$ cat config.mk
export PLATFORM = sky130hd
export DESIGN_NAME = serial_host_port
export DESIGN_NICKNAME = d
export VERILOG_FILES = /design/src/serial_host_port_pkg.sv /design/src/link_if.sv /design/src/serial_host_port.sv /design/src/pin_sync.sv
export SDC_FILE = /design/constraint.sdc
export NUM_CORES = 1
export LEC_CHECK = 0
export CAP_MARGIN = 20
export CORE_MARGIN = 2
export CORE_UTILIZATION = 45
export DETAILED_ROUTE_END_ITERATION = 7
export DONT_BUFFER_PORTS = 1
export PLACE_DENSITY = 0.6
export SLEW_MARGIN = 40
export SYNTH_ARGS = -nofsm -noshare
export SYNTH_HDL_FRONTEND = slang
export SYNTH_SLANG_ARGS = --single-unit
$ cat constraint.sdc
create_clock -name mclk_in -period 5.9 [get_ports mclk_in]
set_input_delay 0.885 -clock mclk_in [delete_from_list [all_inputs] [get_ports mclk_in]]
set_output_delay 0.885 -clock mclk_in [all_outputs]
set_load 0.05 [all_outputs]
$ cat src/serial_host_port_pkg.sv
// Notes on behaviour
// port is the register path when upper select is high and lower select low.
// chip select falling starts the port; rising resets it, dropping partial bytes.
// each input bit is taken after a rising serial clock edge.
// each output bit is driven after a falling serial clock edge.
// eight clocks per cycle; parallel transfer after the eighth falling edge.
// both data lines carry each byte most significant bit first.
// command byte holds command in top two bits; previous read data shifts out.
// read command returns addressed register during the following cycle.
// no-action command only repeats previous read data, clearing no flags.
// standard write is command byte plus one data byte, stored at address.
// burst write stores every later data byte at one address until deselect.
// after any write the written register is read back and shifted out next.
// that read-back clears no clear-on-read flags.
// read-back after a transmit FIFO write is undefined; host ignores it.
// host holds select low through each cycle and makes all serial clocks.
`default_nettype none
package serial_host_port_pkg;
  // ****************************************
  // pin synchroniser layout
  // ****************************************
  localparam int          SYNC_W     = 5;
  localparam int          IDX_CS_N   = 0;
  localparam int          IDX_SK     = 1;
  localparam int          IDX_SI     = 2;
  localparam int          IDX_UPPER  = 3;
  localparam int          IDX_LOWER  = 4;
  localparam logic [4:0]  SYNC_RESET = 5'h01;
  // ****************************************
  // byte format
  // ****************************************
  localparam int          DATA_W     = 8;
  localparam int          ADDR_W     = 6;
  localparam logic [3:0]  CNT_ZERO   = 4'h0;
  localparam logic [3:0]  CNT_ONE    = 4'h1;
  localparam logic [3:0]  BITS_PER_CYCLE = 4'h8;
  localparam logic [1:0]  CMD_READ   = 2'h0;
  localparam logic [1:0]  CMD_NOP    = 2'h1;
  localparam logic [1:0]  CMD_WRITE  = 2'h2;
  localparam logic [1:0]  CMD_BURST  = 2'h3;
  localparam logic [7:0]  RDATA_RESET = 8'h00;
  localparam logic [5:0]  ADDR_RESET  = 6'h00;

  typedef enum logic [3:0] {
    ST_CMD   = 4'h1,
    ST_WDATA = 4'h2,
    ST_BURST = 4'h4,
    ST_DONE  = 4'h8
  } port_state_e;
endpackage
`default_nettype wire

$ cat src/link_if.sv
`default_nettype none
interface link_if;
  logic cs_active;
  logic cs_fall;
  logic cs_rise;
  logic sk_rise;
  logic sk_fall;
  logic si;
  logic sel;
  modport prod (output cs_active, cs_fall, cs_rise, sk_rise, sk_fall, si, sel);
  modport cons (input  cs_active, cs_fall, cs_rise, sk_rise, sk_fall, si, sel);
endinterface
`default_nettype wire

$ cat src/serial_host_port.sv
`default_nettype none
module serial_host_port
  import serial_host_port_pkg::*;
(
  input  wire logic              mclk_in,
  input  wire logic              rst_n_in,
  input  wire logic              cs_n_in,
  input  wire logic              serial_clock_in,
  input  wire logic              serial_data_in,
  input  wire logic              iface_select_upper_pin_in,
  input  wire logic              iface_select_lower_pin_in,
  output logic                   serial_data_out,
  output logic                   serial_data_oe_n_out,
  output logic [ADDR_W-1:0]      reg_addr_out,
  output logic                   reg_wr_out,
  output logic [DATA_W-1:0]      reg_wr_data_out,
  output logic                   reg_rd_out,
  output logic                   reg_peek_out,
  input  wire logic [DATA_W-1:0] reg_rd_data_in
);
  // ****************************************
  // state
  // ****************************************
  typedef struct packed {
    port_state_e       state;
    logic [3:0]        bit_cnt;
    logic [DATA_W-1:0] shift_in;
    logic [DATA_W-1:0] shift_out;
    logic [DATA_W-1:0] rdata;
    logic [ADDR_W-1:0] addr;
    logic [DATA_W-1:0] wr_data;
    logic              wr;
    logic              rd;
    logic              peek;
    logic              drive;
  } port_s;

  port_s s;
  port_s next_s;
  logic  byte_end;
  logic  live;

  link_if link ();

  pin_sync u_sync (
    .mclk_in                   (mclk_in),
    .rst_n_in                  (rst_n_in),
    .cs_n_in                   (cs_n_in),
    .serial_clock_in           (serial_clock_in),
    .serial_data_in            (serial_data_in),
    .iface_select_upper_pin_in (iface_select_upper_pin_in),
    .iface_select_lower_pin_in (iface_select_lower_pin_in),
    .link                      (link)
  );

  // ****************************************
  // next-state logic
  // ****************************************
  assign live     = link.sel & link.cs_active & ~link.cs_rise & ~link.cs_fall;
  assign byte_end = live & link.sk_fall & (s.bit_cnt == BITS_PER_CYCLE);

  always_comb begin
    next_s      = s;
    next_s.wr   = 1'b0;
    next_s.rd   = 1'b0;
    next_s.peek = 1'b0;
    // register file answers in the strobe cycle; take it for the next byte
    if (s.rd || s.peek) begin
      next_s.shift_out = reg_rd_data_in;
      next_s.rdata     = reg_rd_data_in;
    end
    // side-effect-free read of the register just written
    if (s.wr) begin
      next_s.peek = 1'b1;
    end
    if (!link.sel || !link.cs_active || link.cs_rise) begin
      next_s.state   = ST_CMD;
      next_s.bit_cnt = CNT_ZERO;
      next_s.drive   = 1'b0;
    end else if (link.cs_fall) begin
      next_s.state     = ST_CMD;
      next_s.bit_cnt   = CNT_ZERO;
      next_s.shift_out = s.rdata;
      next_s.drive     = 1'b1;
    end else if (link.sk_rise) begin
      next_s.shift_in = {s.shift_in[DATA_W-2:0], link.si};
      if (s.bit_cnt != BITS_PER_CYCLE) begin
        next_s.bit_cnt = s.bit_cnt + CNT_ONE;
      end
    end else if (byte_end) begin
      next_s.bit_cnt = CNT_ZERO;
      case (s.state)
        ST_CMD: begin
          next_s.addr      = s.shift_in[ADDR_W-1:0];
          next_s.shift_out = s.rdata;
          case (s.shift_in[DATA_W-1 -: 2])
            CMD_READ:  next_s.rd    = 1'b1;
            CMD_NOP:   next_s.state = ST_CMD;
            CMD_WRITE: next_s.state = ST_WDATA;
            default:   next_s.state = ST_BURST;
          endcase
        end
        ST_WDATA: begin
          next_s.wr      = 1'b1;
          next_s.wr_data = s.shift_in;
          next_s.state   = ST_DONE;
        end
        ST_BURST: begin
          next_s.wr      = 1'b1;
          next_s.wr_data = s.shift_in;
        end
        default: begin
          // surplus bytes after a standard write are ignored
          next_s.shift_out = s.rdata;
        end
      endcase
    end else if (live && link.sk_fall && s.bit_cnt != CNT_ZERO) begin
      next_s.shift_out = {s.shift_out[DATA_W-2:0], 1'b0};
    end
  end

  always_ff @(posedge mclk_in or negedge rst_n_in) begin
    if (!rst_n_in) begin
      s <= '{state: ST_CMD, bit_cnt: CNT_ZERO, shift_in: RDATA_RESET,
             shift_out: RDATA_RESET, rdata: RDATA_RESET, addr: ADDR_RESET,
             wr_data: RDATA_RESET, wr: 1'b0, rd: 1'b0, peek: 1'b0, drive: 1'b0};
    end else begin
      s <= next_s;
    end
  end

  // ****************************************
  // outputs
  // ****************************************
  assign serial_data_out      = s.shift_out[DATA_W-1];
  assign serial_data_oe_n_out = ~s.drive;
  assign reg_addr_out         = s.addr;
  assign reg_wr_out           = s.wr;
  assign reg_wr_data_out      = s.wr_data;
  assign reg_rd_out           = s.rd;
  assign reg_peek_out         = s.peek;
endmodule // serial_host_port
`default_nettype wire

$ cat src/pin_sync.sv
`default_nettype none
module pin_sync
  import serial_host_port_pkg::*;
(
  input  wire logic mclk_in,
  input  wire logic rst_n_in,
  input  wire logic cs_n_in,
  input  wire logic serial_clock_in,
  input  wire logic serial_data_in,
  input  wire logic iface_select_upper_pin_in,
  input  wire logic iface_select_lower_pin_in,
  link_if.prod      link
);
  typedef struct packed {
    logic [SYNC_W-1:0] meta;
    logic [SYNC_W-1:0] level;
    logic              prev_cs_n;
    logic              prev_sk;
  } sync_s;

  sync_s s;
  sync_s next_s;

  always_comb begin
    next_s                   = s;
    next_s.meta[IDX_CS_N]    = cs_n_in;
    next_s.meta[IDX_SK]      = serial_clock_in;
    next_s.meta[IDX_SI]      = serial_data_in;
    next_s.meta[IDX_UPPER]   = iface_select_upper_pin_in;
    next_s.meta[IDX_LOWER]   = iface_select_lower_pin_in;
    next_s.level             = s.meta;
    next_s.prev_cs_n         = s.level[IDX_CS_N];
    next_s.prev_sk           = s.level[IDX_SK];
  end

  always_ff @(posedge mclk_in or negedge rst_n_in) begin
    if (!rst_n_in) begin
      s <= '{meta: SYNC_RESET, level: SYNC_RESET, prev_cs_n: 1'b1, prev_sk: 1'b0};
    end else begin
      s <= next_s;
    end
  end

  // edges only from the second stage on, never the metastable first
  assign link.cs_active = ~s.level[IDX_CS_N];
  assign link.cs_fall   = s.prev_cs_n & ~s.level[IDX_CS_N];
  assign link.cs_rise   = ~s.prev_cs_n & s.level[IDX_CS_N];
  assign link.sk_rise   = ~s.prev_sk & s.level[IDX_SK];
  assign link.sk_fall   = s.prev_sk & ~s.level[IDX_SK];
  assign link.si        = s.level[IDX_SI];
  assign link.sel       = s.level[IDX_UPPER] & ~s.level[IDX_LOWER];
endmodule // pin_sync
`default_nettype wire

Yosys cells after proc, flatten, opt, wreduce, memory -nomap -nowiden
Index checks and enable logic that the tools add are counted.
{ "classes": {"reduce_logical": 18, "n_addsub": 1, "bitwise_logic": 20, "n_eq_ne": 10, "n_mux": 25} }
{ "ops": {"columns": ["op", "n"], "rows": [
  ["$mux W8", 9],
  ["$mux W16", 1],
  ["$mux W4", 3],
  ["$pmux W4 S3", 1],
  ["$reduce_bool A4 Y1", 3],
  ["$and A1 B1 Y1", 10],
  ["$not A1 Y1", 10],
  ["$reduce_and A5 Y1", 2],
  ["$mux W2", 4],
  ["$ne A4 B4 Y1 const B", 2],
  ["$pmux W4 S2", 1],
  ["$mux W1", 6],
  ["$add A4 B1 Y4 const B", 1],
  ["$eq A4 B1 Y1 const B", 1],
  ["$eq A4 B2 Y1 const B", 1],
  ["$eq A4 B3 Y1 const B", 1],
  ["$eq A4 B4 Y1 const B", 1],
  ["$ne A4 B2 Y1 const B", 1],
  ["$reduce_and A4 Y1", 1],
  ["$logic_or A1 B1 Y1", 3],
  ["$ne A3 B2 Y1 const B", 1],
  ["$reduce_and A3 Y1", 1],
  ["$reduce_bool A3 Y1", 1],
  ["$eq A2 B1 Y1 const B", 1],
  ["7 further kinds", 8]
]} }
{ "totals": {"inputBits": 15, "reg_bits": 62, "elab_cells": 89} }

Depth between registers and ports, before layout
Gate-level depths: netlist (run 1).
{ "depth": {"ltp_word": 12, "depth_mapped": 7, "depth_no_buf": 6} }

Hierarchy
A second synthesis (run 1) with hierarchy kept.
{ "hier_totals": {"cells_unflattened": 264, "hier_area_um2": 2952.8} }
{ "modules_own_cells": {"columns": ["module", "area_per_inst_um2", "cells_per_inst", "instances"], "rows": [
  ["serial_host_port", 2608.8, 246, 1],
  ["pin_sync", 344.1, 18, 1]
]} }

Worst setup path before layout (run 1)
Ideal clock, no wire load.
{ "synth_path": {"path_type": "register -> register", "from": "register u_sync.s[1] (netlist name)", "to": "register s, in the netlist reg_addr_out[0]", "setup_time_ps": 125, "n_path_buf": 3, "arrival_ps": 2329, "setup_slack_ps": 3446, "path_stages_with_launch": 8, "path_cell_list": "dfstp_2 > buf_6 > or4b_1 > buf_2 > or3_4 > or4_4 > buf_6 > mux2_4"} }
{ "synth_via": {"elab_chain_len": 8} }
{ "synth_rtl": {"columns": ["element", "line", "source"], "rows": [
  ["start, declared", "pin_sync.sv:21", "sync_s s;"],
  ["start signal, assigned", "pin_sync.sv:38", "s <= '{meta: SYNC_RESET, level: SYNC_RESET, prev_cs_n: 1'b1, prev_sk: 1'b0};"],
  ["start signal, assigned", "pin_sync.sv:40", "s <= next_s;"],
  ["$not A1 Y1", "pin_sync.sv:47", "assign link.cs_rise = ~s.prev_cs_n & s.level[IDX_CS_N];"],
  ["$and A1 B1 Y1", "pin_sync.sv:47", null],
  ["$not A1 Y1", "serial_host_port.sv:59", "assign live = link.sel & link.cs_active & ~link.cs_rise & ~link.cs_fall;"],
  ["$and A1 B1 Y1 (2 in series)", "serial_host_port.sv:59", null],
  ["$and A1 B1 Y1 (2 in series)", "serial_host_port.sv:60", "assign byte_end = live & link.sk_fall & (s.bit_cnt == BITS_PER_CYCLE);"],
  ["$reduce_and A5 Y1 (no source line) (*)", null, null],
  ["end signal, assigned", "serial_host_port.sv:124", "s <= '{state: ST_CMD, bit_cnt: CNT_ZERO, shift_in: RDATA_RESET,"],
  ["end signal, assigned", "serial_host_port.sv:128", "s <= next_s;"],
  ["end, declared", "serial_host_port.sv:38", "port_s s;"]
]} }
Every way passes the cells marked *; elsewhere a longest branch is shown, timed or not.
A chain may end at the register's enable or synchronous reset.

Worst setup path in the final report (run 1)
{ "layout_path": {"from": "register u_sync.s[1] (netlist name)", "to": "register s, in the netlist reg_addr_out[4]"} }
The elaborated chain is that of the path after synthesis.

==> impl_metrics.yaml, run 1 <==
power_and_ir_drop:
  sequentialPowerShare: 0.487
  powerDensity_nw_per_um2: 315
  pwr-share-clk: 0.469
  p_sw_frac: 0.210
  cell_internal_pwr_uw: 761
  power_frac_comb: 0.043
  leakage_nw: 1.42
  p_sw_uw: 202
  peakVddDrop_uv: 187
sta:
  tightestPinTransition_ps: 829
  finalSetupViolCount: 0
  fin_crit_sh: 0.416
  hold_viol: 0
  max_freq_ghz: 0.408
  rsz0062_at_grt: "false"
  setup_tns_ps: 0
  finClkSkew_ps: 7.33
  min_period_ps: 2450
  drv_slew: 0
  worst_slack_ps: 3450
  relSlewSlack: 0.447
final_layout:
  final_layout_size_suffix_gt1_frac: 0.236
  fill_cells: 547
  fin_nets: 241
  final_common_cell: "dfrtp_1"
  area_delta_synth_final_pct: 7.28
  diodes: 0
  layout_common_cells: "dfrtp_1 (58), mux2_2 (21), nor2_1 (12)"
global_route:
  grt_antenna_before_repair: 0
  grt_pass1_wl_um: 9050
  grt_max_degree: 63
  grt_overflow: 0
  track_usage: 0.166
  grt_pass1_vias: 1767
clock_network:
  cts_resized: 0
  cts_hold_buffers: 0
  cts.sinks: 62
  cts.clk_slew.worst_paths_ps: 70
  cts-root-buf: "clkbuf_8"
  clockBufferDepth: 2
  clk_latency_ps: 340
  cts_setup_buffers: 0
  cts-htree-levels: 3
  numCtsBuffers: 9
  cts_tree: "built"
route:
  dr.pass1.iters: 4
  drc: 0
  via_per_inst: 5.63
  ant_nets: 0
  drt-initial-drc-count: 127
  routed_wl_um: 5250
  wl_per_cell_um: 17.4
  vias: 1700
placement:
  place_congestion: 0.812
  dp_slack_ps: 3450
  hpwlAfterDp_um: 3400
  io_buffers: 0
setup_path:
  reg2reg_slack_ps: 3450
  cp.arrival_ps: 2670
  critPathCaptureType: "flip-flop"
  startpoint_type: "flip-flop"
  worstSetupPathType: "reg -> reg"
  cp.required_ps: 6120
  cp_max_fo: 9
synthesis:
  syn-num-nets: 248
  ys_seq_elements: 62
  synthCells: 228
  synth_top_flop_cell: "dfrtp_1"
  netlist-cell-type-count: 49
  ys_warn_count: 0
  synth-edff-count: 0
  synth_area_per_cell_um2: 12.5
  netlist_area_um2: 2850
  synth_seq_area_share: 0.546
  ys_async_sr_fraction: 1.00
floorplanning:
  dieWidth_um: 83.6
  die_h_um: 83.6
  io_pins: 34
  num_rows: 29
  start_util: 0.457
  core_um2: 6240
  die_area_um2: 6990
run:
  cap_violations: 0
min_path:
  hold_class: "in -> async"
status:
  status: "finished, final reports clean"
[power groups by stage]
stage / clock, mW / sequential [mW] / combinational [mW]
global route: 0.486 / 0.472 / 0.0471
finish: 0.452 / 0.470 / 0.0417
floorplan: 0 / 0.472 / 0.0369
detailed placement: 0 / 0.477 / 0.0412
global placement: 0 / 0.477 / 0.0409
CTS: 0.461 / 0.469 / 0.0420
[metrics by stage]
stage	std cells	hold slack [ps]	instance area [um^2]	util	total power, mW
after floorplan	228	331	2850	-	0.509
after global placement	287	332	2820	0.452	0.518
after detailed placement	287	335	2820	0.452	0.519
after CTS	302	220	3060	0.490	0.972
after global routing	302	200	3060	0.490	1.01
final	302	237	3060	0.490	0.963
[worst paths after layout]
| check | from | endpoint | cells after the start |
|---|---|---|---|
| worst max-delay path | u_sync.s[1]$_DFF_PN1_ | reg_addr_out[4]$_DFFE_PN0P_ | 4 |
| worst min-delay path | rst_n_in | reg_addr_out[3]$_DFFE_PN0P_ | 0 |
| worst max register to register | u_sync.s[1]$_DFF_PN1_ | reg_addr_out[4]$_DFFE_PN0P_ | 4 |
| worst min register to register | u_sync.next_s[6]$_DFF_PN0_ | u_sync.s[6]$_DFF_PN0_ | 0 |
| max in group asynchronous | rst_n_in | s[46]$_DFFE_PN1P_ | 0 |
| min in group mclk_in | u_sync.next_s[6]$_DFF_PN0_ | u_sync.s[6]$_DFF_PN0_ | 0 |
[critical path: stages (launching register included)]
cell and delay (ps):
dfstp_2 410, or4b_1 660, or3_4 430, or4_4 510, mux2_4 320
[area by class of cell]
class	instances	area [um^2]	share of cell area
timing repair buffer	3	22.5	0.00736
clock inverter	4	95.1	0.0311
clock buffer	11	141	0.0462
sequential	62	1560	0.509
multi-input combinational	139	1120	0.368
inverter	6	22.5	0.00736
tap	77	96.3	0.0315
[routing by layer]
| metal | track usage | wire length [um] | vias up | part of all wire |
|---|---|---|---|---|
| met5 | 0 | 0 | - | 0 |
| met4 | 0.0660 | 89 | 0 | 0.017 |
| met3 | 0.0772 | 332 | 7 | 0.063 |
| met2 | 0.226 | 2240 | 61 | 0.43 |
| met1 | 0.229 | 2590 | 830 | 0.49 |
| li1 | - | - | 802 | - |
[flip-flops by register name, indices dropped and copies added (netlist names)]
name,cells
s,32
reg_wr_data_out,8
u_sync.next_s,7
reg_addr_out,6
u_sync.s,4
reg_peek_out,1
reg_rd_out,1
reg_wr_out,1
serial_data_out,1
u_sync.link.si,1
[cell families after synthesis]
kind of cell               synth area share
and+or+nand+nor                       0.103
buffers and inverters                0.0597
AOI/OAI and AO/OA                     0.112
adders and majority gates            0.0219
muxes                                 0.143
xor gates and xnor gates             0.0154
DFF                                   0.546
[synth_stat cells (3+ instances only)]
master | number | share of area
ha_1 | 5 | 0.022
xor2_1 | 3 | 0.0092
nand3_1 | 3 | 0.0053
clkbuf_1 | 3 | 0.0039
nor2b_1 | 5 | 0.011
a221o_1 | 5 | 0.018
mux2_2 | 21 | 0.083
a21oi_1 | 8 | 0.014
mux2_4 | 6 | 0.032
inv_1 | 6 | 0.0079
nand2_1 | 9 | 0.012
o21ai_0 | 4 | 0.0070
dfrtp_1 | 58 | 0.51
nor2_1 | 12 | 0.016
a21o_1 | 3 | 0.0079
nand2b_1 | 6 | 0.013
a22o_1 | 5 | 0.015
o31ai_1 | 3 | 0.0079
dfstp_2 | 4 | 0.037
mux2i_1 | 8 | 0.028
buf_4 | 14 | 0.037
(Power assumes the default switching activity.)
==> inputs of run 2 (changes only) <==
==> constraint.sdc (replaced) <==
create_clock -name mclk_in -period 2.5 [get_ports mclk_in]
set_input_delay 0.375 -clock mclk_in [delete_from_list [all_inputs] [get_ports mclk_in]]
set_output_delay 0.375 -clock mclk_in [all_outputs]
set_load 0.05 [all_outputs]
==> run 2 against run 1 <==
  * Worst setup slack got worse by 3300 ps
  * Non-clock buffer count rose by 6
  * Sequential share of layout area fell by 1.3 points
  * Clock power rose by 140%
  * Clock skew rose by 4.5 ps
  * Via count fell by 1.2%
  * Die area did not move
  * Flip-flop and latch count did not move
  * Register-to-register slack got worse by 3300 ps
  * Cell count rose by 2.3%
  * Largest cell class unchanged
==> impl_metrics.yaml, run 2 (same netlist as run 1, synthesis figures left out) <==
power_and_ir_drop:
  p_sw_frac: 0.215
  total_power_mw: 2.31
  peakVddDrop_uv: 462
  leakage_nw: 1.46
  cell_internal_pwr_mw: 1.81
  sequentialPowerShare: 0.480
  powerDensity_nw_per_um2: 736
  pwr-share-clk: 0.466
  power_frac_comb: 0.054
  p_sw_uw: 497
final_layout:
  layout_common_cells: "dfrtp_1 (58), mux2_2 (21), nor2_1 (12)"
  largest_register_ff_count: 32
  final_cell_area_um2: 3140
  area_delta_synth_final_pct: 10.0
  fin_util: 0.503
  top_register: "s"
  fin_nets: 247
  final_common_cell: "dfrtp_1"
  diodes: 0
  final_layout_size_suffix_gt1_frac: 0.254
route:
  via_per_inst: 5.43
  drc: 0
  drt-initial-drc-count: 88
  wl_per_cell_um: 16.9
  ant_nets: 0
  routed_wl_um: 5210
  vias: 1679
  dr.pass1.iters: 4
clock_network:
  numCtsBuffers: 9
  cts.clk_slew.worst_paths_ps: 70
  cts-root-buf: "clkbuf_8"
  cts_tree: "built"
  clockBufferDepth: 2
  cts.sinks: 62
  clk_latency_ps: 330
  cts_resized: 0
  cts-htree-levels: 3
run:
  cap_violations: 0
setup_path:
  cp_slowest_cell: "or4b_1"
  cp.required_ps: 2720
  max_stage_delay_ps: 550
  worstSetupPathType: "reg -> reg"
  critPathCaptureType: "flip-flop"
  cp_max_fo: 9
  startpoint_type: "flip-flop"
  path_delay_family: "simple AND/OR/NAND/NOR gates"
  reg2reg_slack_ps: 190
  worstPathCellList: "or4b_1, or3_4, or4_4, mux2_4"
  worst-path-buf-inv: 0
  cp.arrival_ps: 2530
placement:
  hpwlAfterDp_um: 3380
  placed_area_um2: 2850
  io_buffers: 0
  place_congestion: 0.794
floorplanning:
  start_util: 0.457
  core_um2: 6240
  num_rows: 29
  dieWidth_um: 83.6
  die_area_um2: 6990
  io_pins: 34
  die_h_um: 83.6
global_route:
  grt_max_degree: 63
  grt_overflow: 0
  grt_antenna_before_repair: 0
  track_usage: 0.163
  grt_pass1_wl_um: 8860
  grt_pass1_vias: 1786
sta:
  finClkSkew_ps: 11.9
  hold_viol: 0
  timing.hold.ws_ps: 43.1
  max_freq_ghz: 0.433
  finalSetupViolCount: 0
  drv_slew: 0
  tightestPinTransition_ps: 496
  setup_tns_ps: 0
  relSlewSlack: 0.669
  rsz0062_at_grt: "false"
  min_period_ps: 2310
  fin_crit_sh: 0.923
min_path:
  hold_class: "in -> reg"
status:
  status: "finished, final reports clean"
==> run 2: changes by cell type in the layout (fill, tap and decap cells not counted), sizes merged <==
cell | previous run | this run
clkinvlp | 0 | 1
dlygate4sd3 | 0 | 1
buf | 3 | 8
==> run 2: layout make-up <==
| cell class | instances | area [um^2] |
|---|---|---|
| flip-flops and latches | 62 | 1560 |
| well taps | 77 | 96.3 |
| multi-input cells | 139 | 1120 |
| fillers | 550 | 3100 |
| clock buffers | 11 | 141 |
| repair buffers | 9 | 90.1 |
| inverters | 6 | 22.5 |
| clock inverters | 5 | 106 |
==> run 2: through the flow <==
step / setup WS [ps] / instances
finish: 192 / 309
global route: 115 / 309
CTS: 183 / 309
detailed placement: 190 / 291
global placement: 215 / 291
floorplan: 45.6 / 228
==> run 2: repair_timing <==
action / CTS / global route
hold buffers: 2 / 0
endpoints found under the hold margin: 62 / 0
buffers inserted: 0 / 0
setup endpoints to repair: 0 / 0
==> run 2: per-layer routing <==
| layer | vias up | wire length, um | GRT usage |
|---|---|---|---|
| met1 | 815 | 2510 | 0.231 |
| met4 | 0 | 34 | 0.0792 |
| li1 | 810 | - | - |
| met3 | 2 | 313 | 0.0485 |
| met2 | 52 | 2350 | 0.230 |
| met5 | - | 0 | 0 |
==> run 2: final timing paths <==
check / cells after the start / to / start
min: 0 / u_sync.next_s[2]$_DFF_PN1_ / cs_n_in
min in group asynchronous: 2 / reg_peek_out$_DFF_PN0_ / rst_n_in
max reg2reg: 4 / reg_addr_out[4]$_DFFE_PN0P_ / u_sync.s[1]$_DFF_PN1_
min reg2reg: 0 / u_sync.next_s[0]$_DFF_PN0_ / u_sync.next_s[3]$_DFF_PN0_
max: 4 / reg_addr_out[4]$_DFFE_PN0P_ / u_sync.s[1]$_DFF_PN1_
max in group asynchronous: 2 / u_sync.next_s[2]$_DFF_PN1_ / rst_n_in
==> run 2: power groups by stage <==
| stage | sequential, mW | combinational [mW] | clock (mW) |
|---|---|---|---|
| CTS | 1.11 | 0.127 | 1.11 |
| floorplan | 1.11 | 0.0871 | 0 |
| detailed placement | 1.13 | 0.0996 | 0 |
| global placement | 1.12 | 0.0975 | 0 |
| global route | 1.11 | 0.140 | 1.16 |
| finish | 1.11 | 0.125 | 1.08 |
==> inputs of run 3 (changes only) <==
--- a/config.mk
+++ b/config.mk
@@ -6,12 +6,14 @@
 export NUM_CORES = 1
 export LEC_CHECK = 0
 export CAP_MARGIN = 20
+export CORE_ASPECT_RATIO = 0.7
 export CORE_MARGIN = 2
 export CORE_UTILIZATION = 45
 export DETAILED_ROUTE_END_ITERATION = 7
 export DONT_BUFFER_PORTS = 1
 export PLACE_DENSITY = 0.6
-export SLEW_MARGIN = 40
+export SLEW_MARGIN = 15
 export SYNTH_ARGS = -nofsm -noshare
 export SYNTH_HDL_FRONTEND = slang
+export SYNTH_HIERARCHICAL = 1
 export SYNTH_SLANG_ARGS = --single-unit
==> run 3 against run 2 <==
  * Clock power down 15%
  * Largest power group unchanged
  * Largest cell class unchanged
  * Worst setup slack better by 140 ps
  * Count of clock-buffer cells in the layout up 1
==> impl_metrics.yaml, run 3 <==
status:
  status: "finished, final reports clean"
synthesis:
  synth-edff-count: 0
  synth_seq_area_share: 0.527
  ys_async_sr_fraction: 1.00
  netlist_area_um2: 2950
  ys_seq_elements: 62
  synth_most_common_cell: "dfrtp_1"
  synth_area_leaders: "dfrtp_1 (49%), mux2_2 (11%), buf_4 (3.6%), dfstp_2 (3.6%), nand2_1 (3.2%)"
  ys_warn_count: 6
  synth_top_flop_cell: "dfrtp_1"
  synthTopCellsByCount: "dfrtp_1 (58), mux2_2 (30), nand2_1 (25)"
  synth_top_area_cell: "dfrtp_1"
  synth_top_area_frac: 0.492
  netlist-cell-type-count: 41
  synthCells: 264
  synth_area_per_cell_um2: 11.2
  syn-num-nets: 284
setup_path:
  cp.required_ps: 2720
  cp.arrival_ps: 2380
  cp_max_fo: 9
  worstPathCellList: "nor2b_1, and3b_1, nor2b_1, nand2_1, mux2_2"
  critPathCaptureType: "flip-flop"
  worstSetupPathType: "reg -> reg"
  startpoint_type: "flip-flop"
  max_stage_delay_ps: 520
  crit_path_frequent_cell: "nor2b_1"
  cp_slowest_cell: "dfstp_2"
global_route:
  grt_pass1_wl_um: 9110
  track_usage: 0.167
  grt_antenna_before_repair: 0
  grt_overflow: 0
  grt_max_degree: 63
  grt_pass1_vias: 1788
route:
  drc: 0
  wl_per_cell_um: 15.6
  vias: 1851
  dr.pass1.iters: 4
  drt-initial-drc-count: 94
  ant_nets: 0
  routed_wl_um: 5360
  via_per_inst: 5.40
sta:
  finClkSkew_ps: 12.7
  max_freq_ghz: 0.462
  hold_viol: 0
  min_period_ps: 2170
  fin_crit_sh: 0.866
  relSlewSlack: 0.615
  tightestPinTransition_ps: 576
  setup_tns_ps: 0
  rsz0062_at_grt: "false"
  drv_slew: 0
  finalSetupViolCount: 0
placement:
  hpwlAfterDp_um: 3690
  io_buffers: 0
  place_congestion: 0.821
clock_network:
  cts-root-buf: "clkbuf_8"
  cts_tree: "built"
  cts-htree-levels: 3
  clockBufferDepth: 2
  cts.sinks: 62
  cts_setup_buffers: 0
  cts.clk_slew.worst_paths_ps: 70
  numCtsBuffers: 9
  clk_latency_ps: 340
final_layout:
  layout_common_cells: "dfrtp_1 (58), mux2_2 (30), nand2_1 (25)"
  fin_nets: 280
  largest_register_ff_count: 32
  final_layout_size_suffix_gt1_frac: 0.245
  fill_cells: 564
  top_register: "s"
  diodes: 0
  fin_util: 0.512
  area_delta_synth_final_pct: 8.81
  final_common_cell: "dfrtp_1"
floorplanning:
  die_area_um2: 7240
  io_pins: 34
  start_util: 0.470
  dieWidth_um: 101
  core_um2: 6280
  die_h_um: 71.8
  num_rows: 24
run:
  cap_violations: 0
power_and_ir_drop:
  leakage_nw: 1.47
  peakVddDrop_uv: 382
  powerDensity_nw_per_um2: 691
min_path:
  hold_class: "in -> reg"
run 3: changes by cell type after synthesis, moves of 6 or more:
cell	delta
nand2_1	+16
mux2_2	+9
mux2_4	-6
nor3_1	+6
o21ai_0	+11
clkbuf_1	+6
a311o_1	+6
a21oi_1	+8
run 3: metrics by stage:
step           hold WS (ps)  worst slack [ps]  cells  power [mW]  area [um^2]
2_1_floorplan          79.4               478    264        1.26         2950
4_1_cts                9.28               335    343        2.25         3210
3_3_place_gp           81.1               364    325        1.30         2970
6_report               26.3               335    343        2.22         3210
3_5_place_dp           81.4               366    325        1.30         2970
5_1_grt                5.44               171    343        2.33         3210
run 3: area by class of cell:
class	count	area (um^2)	share of cell area
repair buffers	11	105	0.0327
well taps	78	97.6	0.0304
inverters	8	30.0	0.00935
clock inverters	4	55.1	0.0171
clock buffers	12	155	0.0483
multi-input cells	168	1210	0.378
flip-flops and latches	62	1560	0.484
run 3: logic make-up (layout without fill, tap and decap cells):
| logic type | Yosys count | count (layout) | synth area share |
|---|---|---|---|
| compound gates | 52 | 52 | 0.114 |
| xor+xnor | 2 | 2 | 0.00848 |
| fa+ha+maj | 5 | 5 | 0.0212 |
| buf+inv | 34 | 35 | 0.0619 |
| flops | 62 | 62 | 0.527 |
| mux | 37 | 37 | 0.138 |
| simple gates | 72 | 72 | 0.129 |
run 3: where the power goes:
group / internal, mW / total, mW / switching, mW
sequential: 1.07 / 1.13 / 0.0592
clock: 0.520 / 0.913 / 0.392
combinational: 0.0812 / 0.182 / 0.100
total: 1.67 / 2.22 / 0.552
run 3: path summary, 6_finish.rpt:
path | start | end | slack, ps | depth (start not counted)
max | u_sync/s[1]$_DFF_PN1_ | s[40]$_DFFE_PN0P_ | 330 | 5
min | cs_n_in | u_sync/next_s[2]$_DFF_PN1_ | 30 | 0
max reg2reg | u_sync/s[1]$_DFF_PN1_ | s[40]$_DFFE_PN0P_ | 330 | 5
min reg2reg | u_sync/next_s[5]$_DFF_PN0_ | u_sync/s[5]$_DFF_PN0_ | 350 | 0
max in group asynchronous | rst_n_in | u_sync/next_s[2]$_DFF_PN1_ | 1630 | 2
min in group asynchronous | rst_n_in | s[20]$_DFFE_PN0N_ | 550 | 2
run 3: timing repair:
item | 4_1_cts | 5_1_grt
hold endpoints to repair | 62 | 0
resized for setup | 0 | 0
hold buffers | 2 | 0
run 3: critical path, delay by kind of cell, from the launching register on:
kind	cells	cell delay, ps
DFF	1	520
muxes	1	380
and+or+nand+nor	4	1140
run 3: layer usage:
layer  vias up  GRT usage  routed length (um)
met5         -          0                   0
met2        55      0.212                2130
met3         9     0.0654                 401
met1       874      0.254                2750
met4         0     0.0594                  80
li1        913          -                   -
